## src/sgs_consts.svh

```systemverilog
// constants for the station global status word: bit positions, field
// bounds, masks and reset values; included by the priority encoder, the status word module and the bench
`ifndef SGS_CONSTS_SVH
`define SGS_CONSTS_SVH

// upper byte of the word
`define SGS_BIT_ACTIVE 15
`define SGS_BIT_SIM 14
`define SGS_BIT_FAULT 13
`define SGS_BIT_MODF 12
`define SGS_CODE_HI 11
`define SGS_CODE_LO 8
// lower byte of the word
`define SGS_BIT_MULTI 7
`define SGS_BIT_BUSY 6
`define SGS_INFO_HI 5
`define SGS_INFO_LO 0
`define SGS_INFO_W 6
`define SGS_INFO_MAX 6'h3f
`define SGS_INFO_ZERO 6'h00

// widths of the word and of the source vectors
`define SGS_WORD_W 16
`define SGS_CODE_W 4
`define SGS_SLOT_NUM 64
`define SGS_SUPPLY_NUM 6
`define SGS_CNT_W 7
`define SGS_CNT_ONE 7'h01
`define SGS_CNT_SAT 7'h3f

// general error codes a source may raise: 1..5 and 8..e
`define SGS_GEN_MASK 16'h7f3e
`define SGS_RESET_WORD 16'h0000

// cyclic input image: byte indices of the status word
`define SGS_BYTE_HI_IDX 8'h00
`define SGS_BYTE_LO_IDX 8'h01
`define SGS_HDR_BYTES 8'h02
`define SGS_BYTE_ZERO 8'h00

`endif

```

## src/sgs_pkg.sv

```systemverilog
// types for the station global status word
// assumes sgs_consts.svh is on the include path
package sgs_pkg;

  // error codes placed in bits 11..8; 4'hf is reserved and never produced
  typedef enum logic [3:0] {
    SGS_ERR_NONE = 4'h0,
    SGS_ERR_IF_RAM = 4'h1,
    SGS_ERR_IF_REG = 4'h2,
    SGS_ERR_IF_FLASH = 4'h3,
    SGS_ERR_IF_INT = 4'h4,
    SGS_ERR_IF_CMD = 4'h5,
    SGS_ERR_MODULE = 4'h6,
    SGS_ERR_SUPPLY = 4'h7,
    SGS_ERR_MP_RAM = 4'h8,
    SGS_ERR_MP_FLASH = 4'h9,
    SGS_ERR_MP_WDOG = 4'ha,
    SGS_ERR_RED_ARITH = 4'hb,
    SGS_ERR_RED_ABSENT = 4'hc,
    SGS_ERR_RED_LINK = 4'hd,
    SGS_ERR_RED_PARAM = 4'he,
    SGS_ERR_RESERVED = 4'hf
  } sgs_err_code_type;

endpackage

```

## src/sgs_err_prio.sv

```systemverilog
// priority encoder for pending error codes
// assumes pending bits are indexed by error code, same clock domain
`timescale 1ns/1ps
`include "sgs_consts.svh"

module sgs_err_prio (
  // pending errors, bit n set when code n is pending
  input wire logic [15:0] pend,
  // winning code and any-pending flag
  output sgs_pkg::sgs_err_code_type code,
  output logic any
);

  // lowest code number wins; the reserved code is never considered
  always_comb begin
    code = sgs_pkg::SGS_ERR_NONE;
    any = 1'b0;
    for (int i = 14; i >= 1; i--) begin
      if (pend[i]) begin
        code = sgs_pkg::sgs_err_code_type'(i[3:0]);
        any = 1'b1;
      end
    end
  end

endmodule

```

## src/sgs_status_word.sv

```systemverilog
// station global status word: assembles the 16-bit word from the head's
// condition inputs and serves it as the first two cyclic input bytes
// assumes all condition inputs come from logic on sys_clk
`timescale 1ns/1ps
`include "sgs_consts.svh"

module sgs_status_word (
  // clock and reset
  input wire logic sys_clk,
  input wire logic resetn,
  // head conditions
  input wire logic head_active,
  input wire logic sim_active,
  input wire logic param_busy,
  // error sources
  input wire logic [15:0] gen_err_pend,
  input wire logic [`SGS_SLOT_NUM-1:0] slot_fault,
  input wire logic [`SGS_SUPPLY_NUM-1:0] supply_fault,
  // bus parameter: include the word in cyclic input
  input wire logic status_en,
  // cyclic input byte read port
  input wire logic rd_req,
  input wire logic [7:0] rd_addr,
  output logic [7:0] rd_data_r,
  output logic rd_ack_r,
  // downstream module input image
  output logic [7:0] app_rd_addr,
  input wire logic [7:0] app_rd_data,
  // assembled word
  output logic [15:0] status_word_r
);

  // count of set bits, used for every source group
  function automatic logic [6:0] ones(input logic [63:0] v);
    logic [6:0] n;
    n = 7'h00;
    for (int i = 0; i < 64; i++) begin
      n = n + {6'h00, v[i]};
    end
    return n;
  endfunction

  // index of the lowest set slot bit
  function automatic logic [5:0] first_slot(input logic [63:0] v);
    logic [5:0] s;
    s = 6'h00;
    for (int i = 63; i >= 0; i--) begin
      if (v[i]) begin
        s = 6'(i);
      end
    end
    return s;
  endfunction

  // pending vector by code; module and supply codes come from their maps
  logic [15:0] pend;
  // winning code and its valid flag
  sgs_pkg::sgs_err_code_type top_code;
  logic any_err;
  // per-group counts
  logic [6:0] n_gen;
  logic [6:0] n_slot;
  logic [6:0] n_sup;
  logic [6:0] n_all;
  // classification of the pending set
  logic only_supply;
  logic multi;
  // lower field and next word
  logic [5:0] info;
  logic [15:0] status_word_nxt;

  // general sources only on codes they may carry; f is masked away
  always_comb begin
    pend = gen_err_pend & `SGS_GEN_MASK;
    pend[sgs_pkg::SGS_ERR_MODULE] = |slot_fault;
    pend[sgs_pkg::SGS_ERR_SUPPLY] = |supply_fault;
  end

  // priority pick of the code shown in bits 11..8
  sgs_err_prio u_prio (
    .pend(pend),
    .code(top_code),
    .any(any_err)
  );

  // counts; each slot and each supply is one error of its own
  always_comb begin
    n_gen = ones({48'h0, gen_err_pend & `SGS_GEN_MASK});
    n_slot = ones(slot_fault);
    n_sup = ones({58'h0, supply_fault});
    n_all = n_gen + n_slot + n_sup;
  end

  // supply-only faults report as one error with a per-supply map
  always_comb begin
    only_supply = (n_sup != 7'h00) && (n_gen == 7'h00) && (n_slot == 7'h00);
    multi = !only_supply && (n_all > `SGS_CNT_ONE);
  end

  // low six bits: map, count, slot or zero
  always_comb begin
    if (only_supply) begin
      info = supply_fault;
    end else if (multi) begin
      // saturate: more than 63 errors cannot be shown
      if (n_all > `SGS_CNT_SAT) begin
        info = `SGS_INFO_MAX;
      end else begin
        info = n_all[5:0];
      end
    end else if (top_code == sgs_pkg::SGS_ERR_MODULE) begin
      info = first_slot(slot_fault);
    end else begin
      // a single general error names no slot
      info = `SGS_INFO_ZERO;
    end
  end

  // assemble the whole word
  always_comb begin
    status_word_nxt = `SGS_RESET_WORD;
    status_word_nxt[`SGS_BIT_ACTIVE] = head_active;
    status_word_nxt[`SGS_BIT_SIM] = sim_active;
    status_word_nxt[`SGS_BIT_FAULT] = any_err;
    status_word_nxt[`SGS_BIT_MODF] = (top_code == sgs_pkg::SGS_ERR_MODULE);
    status_word_nxt[`SGS_CODE_HI:`SGS_CODE_LO] = top_code;
    status_word_nxt[`SGS_BIT_MULTI] = multi;
    status_word_nxt[`SGS_BIT_BUSY] = param_busy;
    status_word_nxt[`SGS_INFO_HI:`SGS_INFO_LO] = info;
  end

  // word register follows its inputs every cycle; no write path exists
  always_ff @(posedge sys_clk or negedge resetn) begin
    if (!resetn) begin
      status_word_r <= `SGS_RESET_WORD;
    end else begin
      status_word_r <= status_word_nxt;
    end
  end

  // downstream bytes shift up by two when the word leads the image
  always_comb begin
    if (status_en) begin
      app_rd_addr = rd_addr - `SGS_HDR_BYTES;
    end else begin
      app_rd_addr = rd_addr;
    end
  end

  // read data: high byte first, then low byte, then module bytes
  always_ff @(posedge sys_clk or negedge resetn) begin
    if (!resetn) begin
      rd_data_r <= `SGS_BYTE_ZERO;
    end else if (rd_req) begin
      if (status_en && rd_addr == `SGS_BYTE_HI_IDX) begin
        rd_data_r <= status_word_r[`SGS_BIT_ACTIVE:`SGS_CODE_LO];
      end else if (status_en && rd_addr == `SGS_BYTE_LO_IDX) begin
        rd_data_r <= status_word_r[`SGS_BIT_MULTI:`SGS_INFO_LO];
      end else begin
        rd_data_r <= app_rd_data;
      end
    end
  end

  // one-cycle acknowledge for every read
  always_ff @(posedge sys_clk or negedge resetn) begin
    if (!resetn) begin
      rd_ack_r <= 1'b0;
    end else begin
      rd_ack_r <= rd_req;
    end
  end

  // ---------------- checks ----------------

  // active bit follows the head one cycle later
  property p_active;
    @(posedge sys_clk) disable iff (!resetn)
      $changed(head_active) |=> status_word_r[15] == $past(head_active);
  endproperty
  a_active: assert property (p_active) else $error("active bit wrong");

  // simulation bit follows sim_active one cycle later, both levels
  property p_sim;
    @(posedge sys_clk) disable iff (!resetn)
      1'b1 |=> status_word_r[14] == $past(sim_active);
  endproperty
  a_sim: assert property (p_sim) else $error("sim bit not set");

  // fault bit equals a nonzero code
  property p_fault;
    @(posedge sys_clk) disable iff (!resetn)
      status_word_r[13] == (status_word_r[11:8] != 4'h0);
  endproperty
  a_fault: assert property (p_fault) else $error("fault bit and code disagree");

  // module-fault bit only with code 6
  property p_modf;
    @(posedge sys_clk) disable iff (!resetn)
      status_word_r[12] == (status_word_r[11:8] == 4'h6);
  endproperty
  a_modf: assert property (p_modf) else $error("module bit wrong");

  // reserved code never shown
  property p_no_f;
    @(posedge sys_clk) disable iff (!resetn)
      status_word_r[11:8] != 4'hf;
  endproperty
  a_no_f: assert property (p_no_f) else $error("reserved code shown");

  // interface RAM error outranks everything
  property p_prio;
    @(posedge sys_clk) disable iff (!resetn)
      gen_err_pend[1] |=> status_word_r[11:8] == 4'h1;
  endproperty
  a_prio: assert property (p_prio) else $error("priority lost");

  // a slot fault alone yields code 6 and its slot
  property p_single_slot;
    @(posedge sys_clk) disable iff (!resetn)
      ($onehot(slot_fault) && supply_fault == 6'h00
        && (gen_err_pend & `SGS_GEN_MASK) == 16'h0000)
      |=> status_word_r[11:8] == 4'h6 && !status_word_r[7]
        && status_word_r[5:0] == $past(first_slot(slot_fault));
  endproperty
  a_single_slot: assert property (p_single_slot) else $error("slot report wrong");

  // two slot faults give a multiple flag and a count of two
  property p_count;
    @(posedge sys_clk) disable iff (!resetn)
      ($countones(slot_fault) == 2 && supply_fault == 6'h00
        && (gen_err_pend & `SGS_GEN_MASK) == 16'h0000)
      |=> status_word_r[7] && status_word_r[5:0] == 6'h02;
  endproperty
  a_count: assert property (p_count) else $error("error count wrong");

  // supply faults alone give code 7 and the map
  property p_supply;
    @(posedge sys_clk) disable iff (!resetn)
      (supply_fault != 6'h00 && slot_fault == 64'h0
        && (gen_err_pend & `SGS_GEN_MASK) == 16'h0000)
      |=> status_word_r[11:8] == 4'h7 && !status_word_r[7]
        && status_word_r[5:0] == $past(supply_fault);
  endproperty
  a_supply: assert property (p_supply) else $error("supply map wrong");

  // busy bit follows param_busy one cycle later, both levels
  property p_busy;
    @(posedge sys_clk) disable iff (!resetn)
      1'b1 |=> status_word_r[6] == $past(param_busy);
  endproperty
  a_busy: assert property (p_busy) else $error("busy bit stuck");

  // enabled read of byte 0 returns the upper byte one cycle later
  property p_rd_hi;
    @(posedge sys_clk) disable iff (!resetn)
      (rd_req && status_en && rd_addr == 8'h00)
      |=> rd_ack_r && rd_data_r == $past(status_word_r[15:8]);
  endproperty
  a_rd_hi: assert property (p_rd_hi) else $error("upper byte read wrong");

  // enabled read of byte 1 returns the lower byte one cycle later
  property p_rd_lo;
    @(posedge sys_clk) disable iff (!resetn)
      (rd_req && status_en && rd_addr == 8'h01)
      |=> rd_ack_r && rd_data_r == $past(status_word_r[7:0]);
  endproperty
  a_rd_lo: assert property (p_rd_lo) else $error("lower byte read wrong");

  // disabled word: reads pass straight to the module image
  property p_rd_off;
    @(posedge sys_clk) disable iff (!resetn)
      (rd_req && !status_en) |=> rd_data_r == $past(app_rd_data);
  endproperty
  a_rd_off: assert property (p_rd_off) else $error("disabled read wrong");

  // stable inputs keep the word stable; the first edge after reset is skipped
  // because the register still holds its reset value there
  property p_stable;
    @(posedge sys_clk) disable iff (!resetn)
      ($past(resetn) && $stable(status_word_nxt)) |=> $stable(status_word_r);
  endproperty
  a_stable: assert property (p_stable) else $error("word changed by itself");

  // scenarios worth seeing
  c_multi: cover property (@(posedge sys_clk) disable iff (!resetn) status_word_r[7]);
  c_supply: cover property (@(posedge sys_clk) disable iff (!resetn)
    status_word_r[11:8] == 4'h7);
  c_slot: cover property (@(posedge sys_clk) disable iff (!resetn)
    status_word_r[12] && !status_word_r[7]);
  c_rd: cover property (@(posedge sys_clk) disable iff (!resetn) rd_req && status_en);

endmodule

```

## config.mk

```make
export PLATFORM = sky130hd
export DESIGN_NAME = sgs_status_word
export DESIGN_NICKNAME = d
export VERILOG_FILES = /design/src/sgs_pkg.sv /design/src/sgs_err_prio.sv /design/src/sgs_status_word.sv
export VERILOG_INCLUDE_DIRS = /design/src
export SDC_FILE = /design/constraint.sdc
export NUM_CORES = 1
export LEC_CHECK = 0
export CAP_MARGIN = 20
export CORE_MARGIN = 2
export CORE_UTILIZATION = 35
export DETAILED_ROUTE_END_ITERATION = 10
export DONT_BUFFER_PORTS = 1
export SLEW_MARGIN = 20
export SYNTH_ARGS = -nofsm -noshare
export SYNTH_HDL_FRONTEND = slang
export SYNTH_SLANG_ARGS = --single-unit
```

## constraint.sdc

```tcl
create_clock -name sys_clk -period 3.4 [get_ports sys_clk]
set_input_delay 0.68 -clock sys_clk [delete_from_list [all_inputs] [get_ports sys_clk]]
set_output_delay 0.68 -clock sys_clk [all_outputs]
set_load 0.005 [all_outputs]
```

==> results.cfg, run 1 <==
[status]
outcome = finished with violations
violations = setup timing

[cells_and_area]
nFillCells = 1249
antenna_cells = 0
instances_no_fill = 704
areaGrowthSynthToFinish_pct = 15.7
final_nets = 738
multi_input_area_mm2 = 0.00356
regArea_um2 = 626
utilization_pct = 41.1
drive_gt1_share_pct = 14.8

[timing]
finalSetupViolCount = 7
tightest_slew_ns = 0.783
post-route-min-period_ns = 7.78
fmax_mhz = 129
grt_setup_unrepaired = true
fin_skew_ns = 0.00329
finalMaxSlewViolations = 0
slew_headroom_pct = 46.4
fin_crit_sh_pct = 229
finalWorstSetupSlack_ns = -4.38
hold_viol_final = 0

[worst_setup_path]
r2r_start = status_word_r[2]
critPathCaptureType = register
crit_path_max_incr_delay_ns = 0.60
worstSetupPathType = input pin to register
crit_path_end = status_word_r[2]
required_ns = 3.56
reg2reg_depth = 3
startpoint = slot_fault[59]
reg2reg_slack_ns = 2.37
path_max_fanout = 4
timing.rr.end = rd_data_r[2]
worstPathArrival_ns = 7.94
cpMaxStageDelayCell = fa_1
worst_path_most_repeated_cell = fa_1
startpoint_type = input pin

[synthesis]
ys_warn_count = 0
synthTopCellsByArea = fa_1 31%, dfrtp_1 14%, inv_1 8.7%
synth_top_area_share_pct = 30.6
synth.distinct_cells = 60
yosysSeqAreaShare_pct = 14.1
yosysTopAreaCell = fa_1
syn_inst = 496
syn_nets = 701
synth_edf_count = 0
ys_ff_latch = 25
yosysMostFrequentCell = inv_1
netlist_area_mm2 = 0.00445
avgSynthCellArea_um2 = 8.97
ys.flop_type = dfrtp_1
synth_top_cells_by_count = 103 x inv_1, 68 x fa_1, 41 x nor2_1
async_reset_ff_share_pct = 100

[drt]
avgViaCountPerCell = 5.36
dr.pass1.iters = 5
drc = 0
drt_iter0_markers = 190
vias = 3773
post_drt_wl_per_cell_um = 17.4
ant_nets = 0
drt-total-wl_um = 12300

[die]
die_y_um = 117
core-area_mm2 = 0.0125
start_util_pct = 35.5
dieArea_mm2 = 0.0136
io_pins = 142
rows = 41
die_w_um = 117

[clock_network]
cts_buffer_depth = 2
cts.sinks = 25
ctsHtreeMaxLevel = 1
cts_buffers = 3
tritoncts = done
clk-insertion-delay-late_ns = 0.25
cts-root-buf = clkbuf_16
clk_pin_slew_ns = 0.06

[hold_path]
hold_path.class = input pin to async pin

[placed_design]
post-place-ws_ns = -4.81
portBuffers = 0
placed_cells = 698
hpwl_um = 11000
routabilityCongestion = 0.995

[grt]
grt_pass1_wl_um = 18800
grt-ovfl-total = 0
track_usage_pct = 17.8
grt_max_degree = 26
antenna_found_initial = 0
grt_pass1_vias = 3860

[run]
cap_viol_max_count = 0
==> cell type report <==
cell class                 count  share of cell area [%]
inverter                     104                    7.58
multi-input combinational    362                    69.1
tap                          172                    4.18
sequential                    25                    12.2
timing repair buffer          37                    5.47
clock buffer                   4                    1.53
==> worst min path at each step <==
stage	to	depth (start not counted)
after floorplan	rd_ack_r	0
after global placement	rd_data_r[1]	0
after detailed placement	rd_data_r[5]	0
after CTS	status_word_r[4]	0
after global routing	rd_data_r[5]	0
final	status_word_r[4]	0
==> worst max-delay path, delay by kind of cell <==
kind            cells  cell delay [ns]
simple gates        4             0.87
compound gates      3             0.63
xor+xnor            1             0.17
buf+inv             6             0.33
fa+ha+maj          12             5.27
==> flip-flops by register name, indices dropped and copies added, names as in the netlist <==
signal	flops
status_word_r	16
rd_data_r	8
rd_ack_r	1
==> cell usage in the layout (no fill, tap or decap), drive strengths merged, types with 3 or more instances in the layout <==
cell,count
xnor2,3
xor2,9
a21o,6
o22ai,4
inv,104
dfrtp,25
nand2b,5
nand3b,3
a211oi,7
fa,68
o21bai,3
a31oi,4
a221oi,3
nor3,13
nand2,21
mux2,9
o21ai,28
nand4,4
nor2,41
o211ai,5
o31ai,7
nor3b,3
a21oi,13
buf,37
or3,4
nor2b,3
nand3,7
or4,9
mux2i,8
clkbuf,4
ha,28
nor4,19
==> layer usage <==
layer | GRT usage, % | wire (um)
met2 | 31.2 | 6180
met4 | 8.00 | 534
met1 | 21.1 | 4630
met3 | 3.22 | 914
met5 | 0 | 0
==> timing repair <==
action,in CTS,in global routing
buffers inserted,1,1
hold buffers,0,0
pin swaps,12,5
resized for setup,14,8
hold endpoints to repair,0,0
setup endpoints to repair,7,7
==> cells by family after synthesis <==
kind of cell / share of synthesized area, %
muxes: 4.08
xor gates and xnor gates: 2.36
DFF: 14.1
buffers and inverters: 9.28
AOI/OAI and AO/OA: 14.5
and+or+nand+nor: 17.3
adders and majority gates: 38.5
==> through the flow <==
| step | hold slack [ns] | setup TNS, ns | cell area (um2) |
|---|---|---|---|
| finish | 0.118 | -30.11 | 5150 |
| global route | 0.105 | -32.26 | 5150 |
| CTS | 0.113 | -29.57 | 5080 |
| detailed placement | 0.385 | -32.87 | 4930 |
| global placement | 0.385 | -31.88 | 4930 |
| floorplan | 0.384 | -29.96 | 4470 |
Power of run 1 is not shown: default switching activity piles up to over one toggle a cycle in this logic, so the estimate is an artifact.
==> run 2: changes to the inputs <==
--- a/config.mk
+++ b/config.mk
@@ -11,2 +11,3 @@
 export CORE_UTILIZATION = 35
+export CTS_CLUSTER_SIZE = 12
 export DETAILED_ROUTE_END_ITERATION = 10
==> constraint.sdc (replaced) <==
create_clock -name sys_clk -period 3.4 [get_ports sys_clk]
set_input_delay 0.51 -clock sys_clk [delete_from_list [all_inputs] [get_ports sys_clk]]
set_output_delay 0.51 -clock sys_clk [all_outputs]
set_load 0.005 [all_outputs]
==> run 2 against run 1 <==
  * The run still ends with setup timing left
  * Global-route usage is 0.088 points higher
  * Worst hold slack better by 0.11 ns
  * Non-clock buffer count rose by 1
  * Register-to-register slack got worse by 0.02 ns
  * Critical path depth stayed put
  * Core utilization about the same
  * Sequential share of layout area about the same
  * Fmax increased by 2.2%
  * Clock skew about the same
  * First-iteration DRC count is 11% higher
  * Largest cell class unchanged
==> results.cfg, run 2 (synthesized netlist as in run 1, its figures left out) <==
[timing]
fmax_mhz = 131
hold_ws_ns = 0.232
fin_crit_sh_pct = 224
finalMaxSlewViolations = 0
tightest_slew_ns = 0.791
finalWorstSetupSlack_ns = -4.21
grt_setup_unrepaired = true
post-route-min-period_ns = 7.61
finalSetupViolCount = 7
hold_viol_final = 0
fin_skew_ns = 0.00352
slew_headroom_pct = 45.9

[drt]
avgViaCountPerCell = 5.40
ant_nets = 0
vias = 3809
drt-total-wl_um = 12300
dr.pass1.iters = 5
post_drt_wl_per_cell_um = 17.4
drt_iter0_markers = 210
drc = 0

[clock_network]
ctsHtreeMaxLevel = 1
cts.sinks = 25
clk-insertion-delay-late_ns = 0.25
cts-root-buf = clkbuf_16
tritoncts = done
clk_pin_slew_ns = 0.06
cts_buffers = 3
cts_buffer_depth = 2

[hold_path]
hold_path.class = input pin to async pin

[cells_and_area]
drive_gt1_share_pct = 15.0
mostFrequentLayoutCells = 103 x inv_1, 66 x fa_1, 40 x nor2_1
largest_reg_flops = 16
regMostFlops = status_word_r
areaGrowthSynthToFinish_pct = 15.8
antenna_cells = 0
nFillCells = 1251
final_nets = 739
final_area_mm2 = 0.00515
final_common_cell = inv_1
reg_top3 = status_word_r (16), rd_data_r (8), rd_ack_r (1)

[worst_setup_path]
crit_path_max_incr_delay_ns = 0.60
startpoint_type = input pin
r2r_start = status_word_r[0]
cpMaxStageDelayCell = fa_1
reg2reg_depth = 3
required_ns = 3.56
critPathCaptureType = register
path_max_fanout = 4
reg2reg_slack_ns = 2.35
worstSetupPathType = input pin to register
worst_path_most_repeated_cell = fa_1
startpoint = slot_fault[59]
worstPathArrival_ns = 7.77

[die]
core-area_mm2 = 0.0125
start_util_pct = 35.5
dieArea_mm2 = 0.0136
io_pins = 142
die_y_um = 117
die_w_um = 117
rows = 41

[status]
outcome = finished with violations
violations = setup timing

[placed_design]
hpwl_um = 11000
routabilityCongestion = 0.995
portBuffers = 0
dpl-instance-area_mm2 = 0.00493

[grt]
antenna_found_initial = 0
grt_pass1_wl_um = 18900
grt_max_degree = 26
grt_pass1_vias = 3862
grt-ovfl-total = 0
track_usage_pct = 17.8

[run]
cap_viol_max_count = 0
==> run 2: metal layers <==
metal	vias to the layer above	routed length, um	global-route usage, %
li1	1767	-	-
met3	43	903	3.22
met4	0	543	8.00
met1	1838	4620	21.3
met5	-	0	0
met2	161	6200	31.3
==> run 2: critical path: cells and delay by family <==
| kind | cells | cell delay (ns) |
|---|---|---|
| fa+ha+maj | 12 | 5.27 |
| xor+xnor | 1 | 0.17 |
| buf+inv | 6 | 0.33 |
| simple gates | 4 | 0.87 |
| compound gates | 3 | 0.63 |
==> run 2: cell type report <==
class	instances	area, um2	share of cell area (%)
Timing Repair Buffer	38	287	5.56
Sequential cell	25	626	12.1
Inverter	104	390	7.57
Clock buffer	4	78.8	1.53
Tap cell	172	215	4.18
Multi-Input combinational cell	362	3560	69.0
==> run 2: worst paths after layout <==
kind,end
max,status_word_r[2]
min,status_word_r[4]
max reg2reg,rd_data_r[0]
min reg2reg,rd_data_r[1]
max in group asynchronous,rd_data_r[0]
min in group sys_clk,status_word_r[15]
==> run 2: per-stage QoR <==
step,worst slack (ns),utilization [%],setup TNS [ns],instances
after floorplan,-4.20,-,-28.77,496
after global placement,-4.44,39.4,-30.69,698
after detailed placement,-4.64,39.4,-31.68,698
after CTS,-4.13,40.7,-28.38,704
after global routing,-4.51,41.2,-31.07,705
final,-4.21,41.2,-28.92,705
==> run 2: timing repair <==
item / 4_1_cts / 5_1_grt
pin swaps: 12 / 5
setup buffers: 1 / 1
setup endpoints to repair: 7 / 7
gates resized for setup: 14 / 8
hold buffers: 1 / 0
hold endpoints to repair: 25 / 0
Power of run 2 is left out for the same reason.
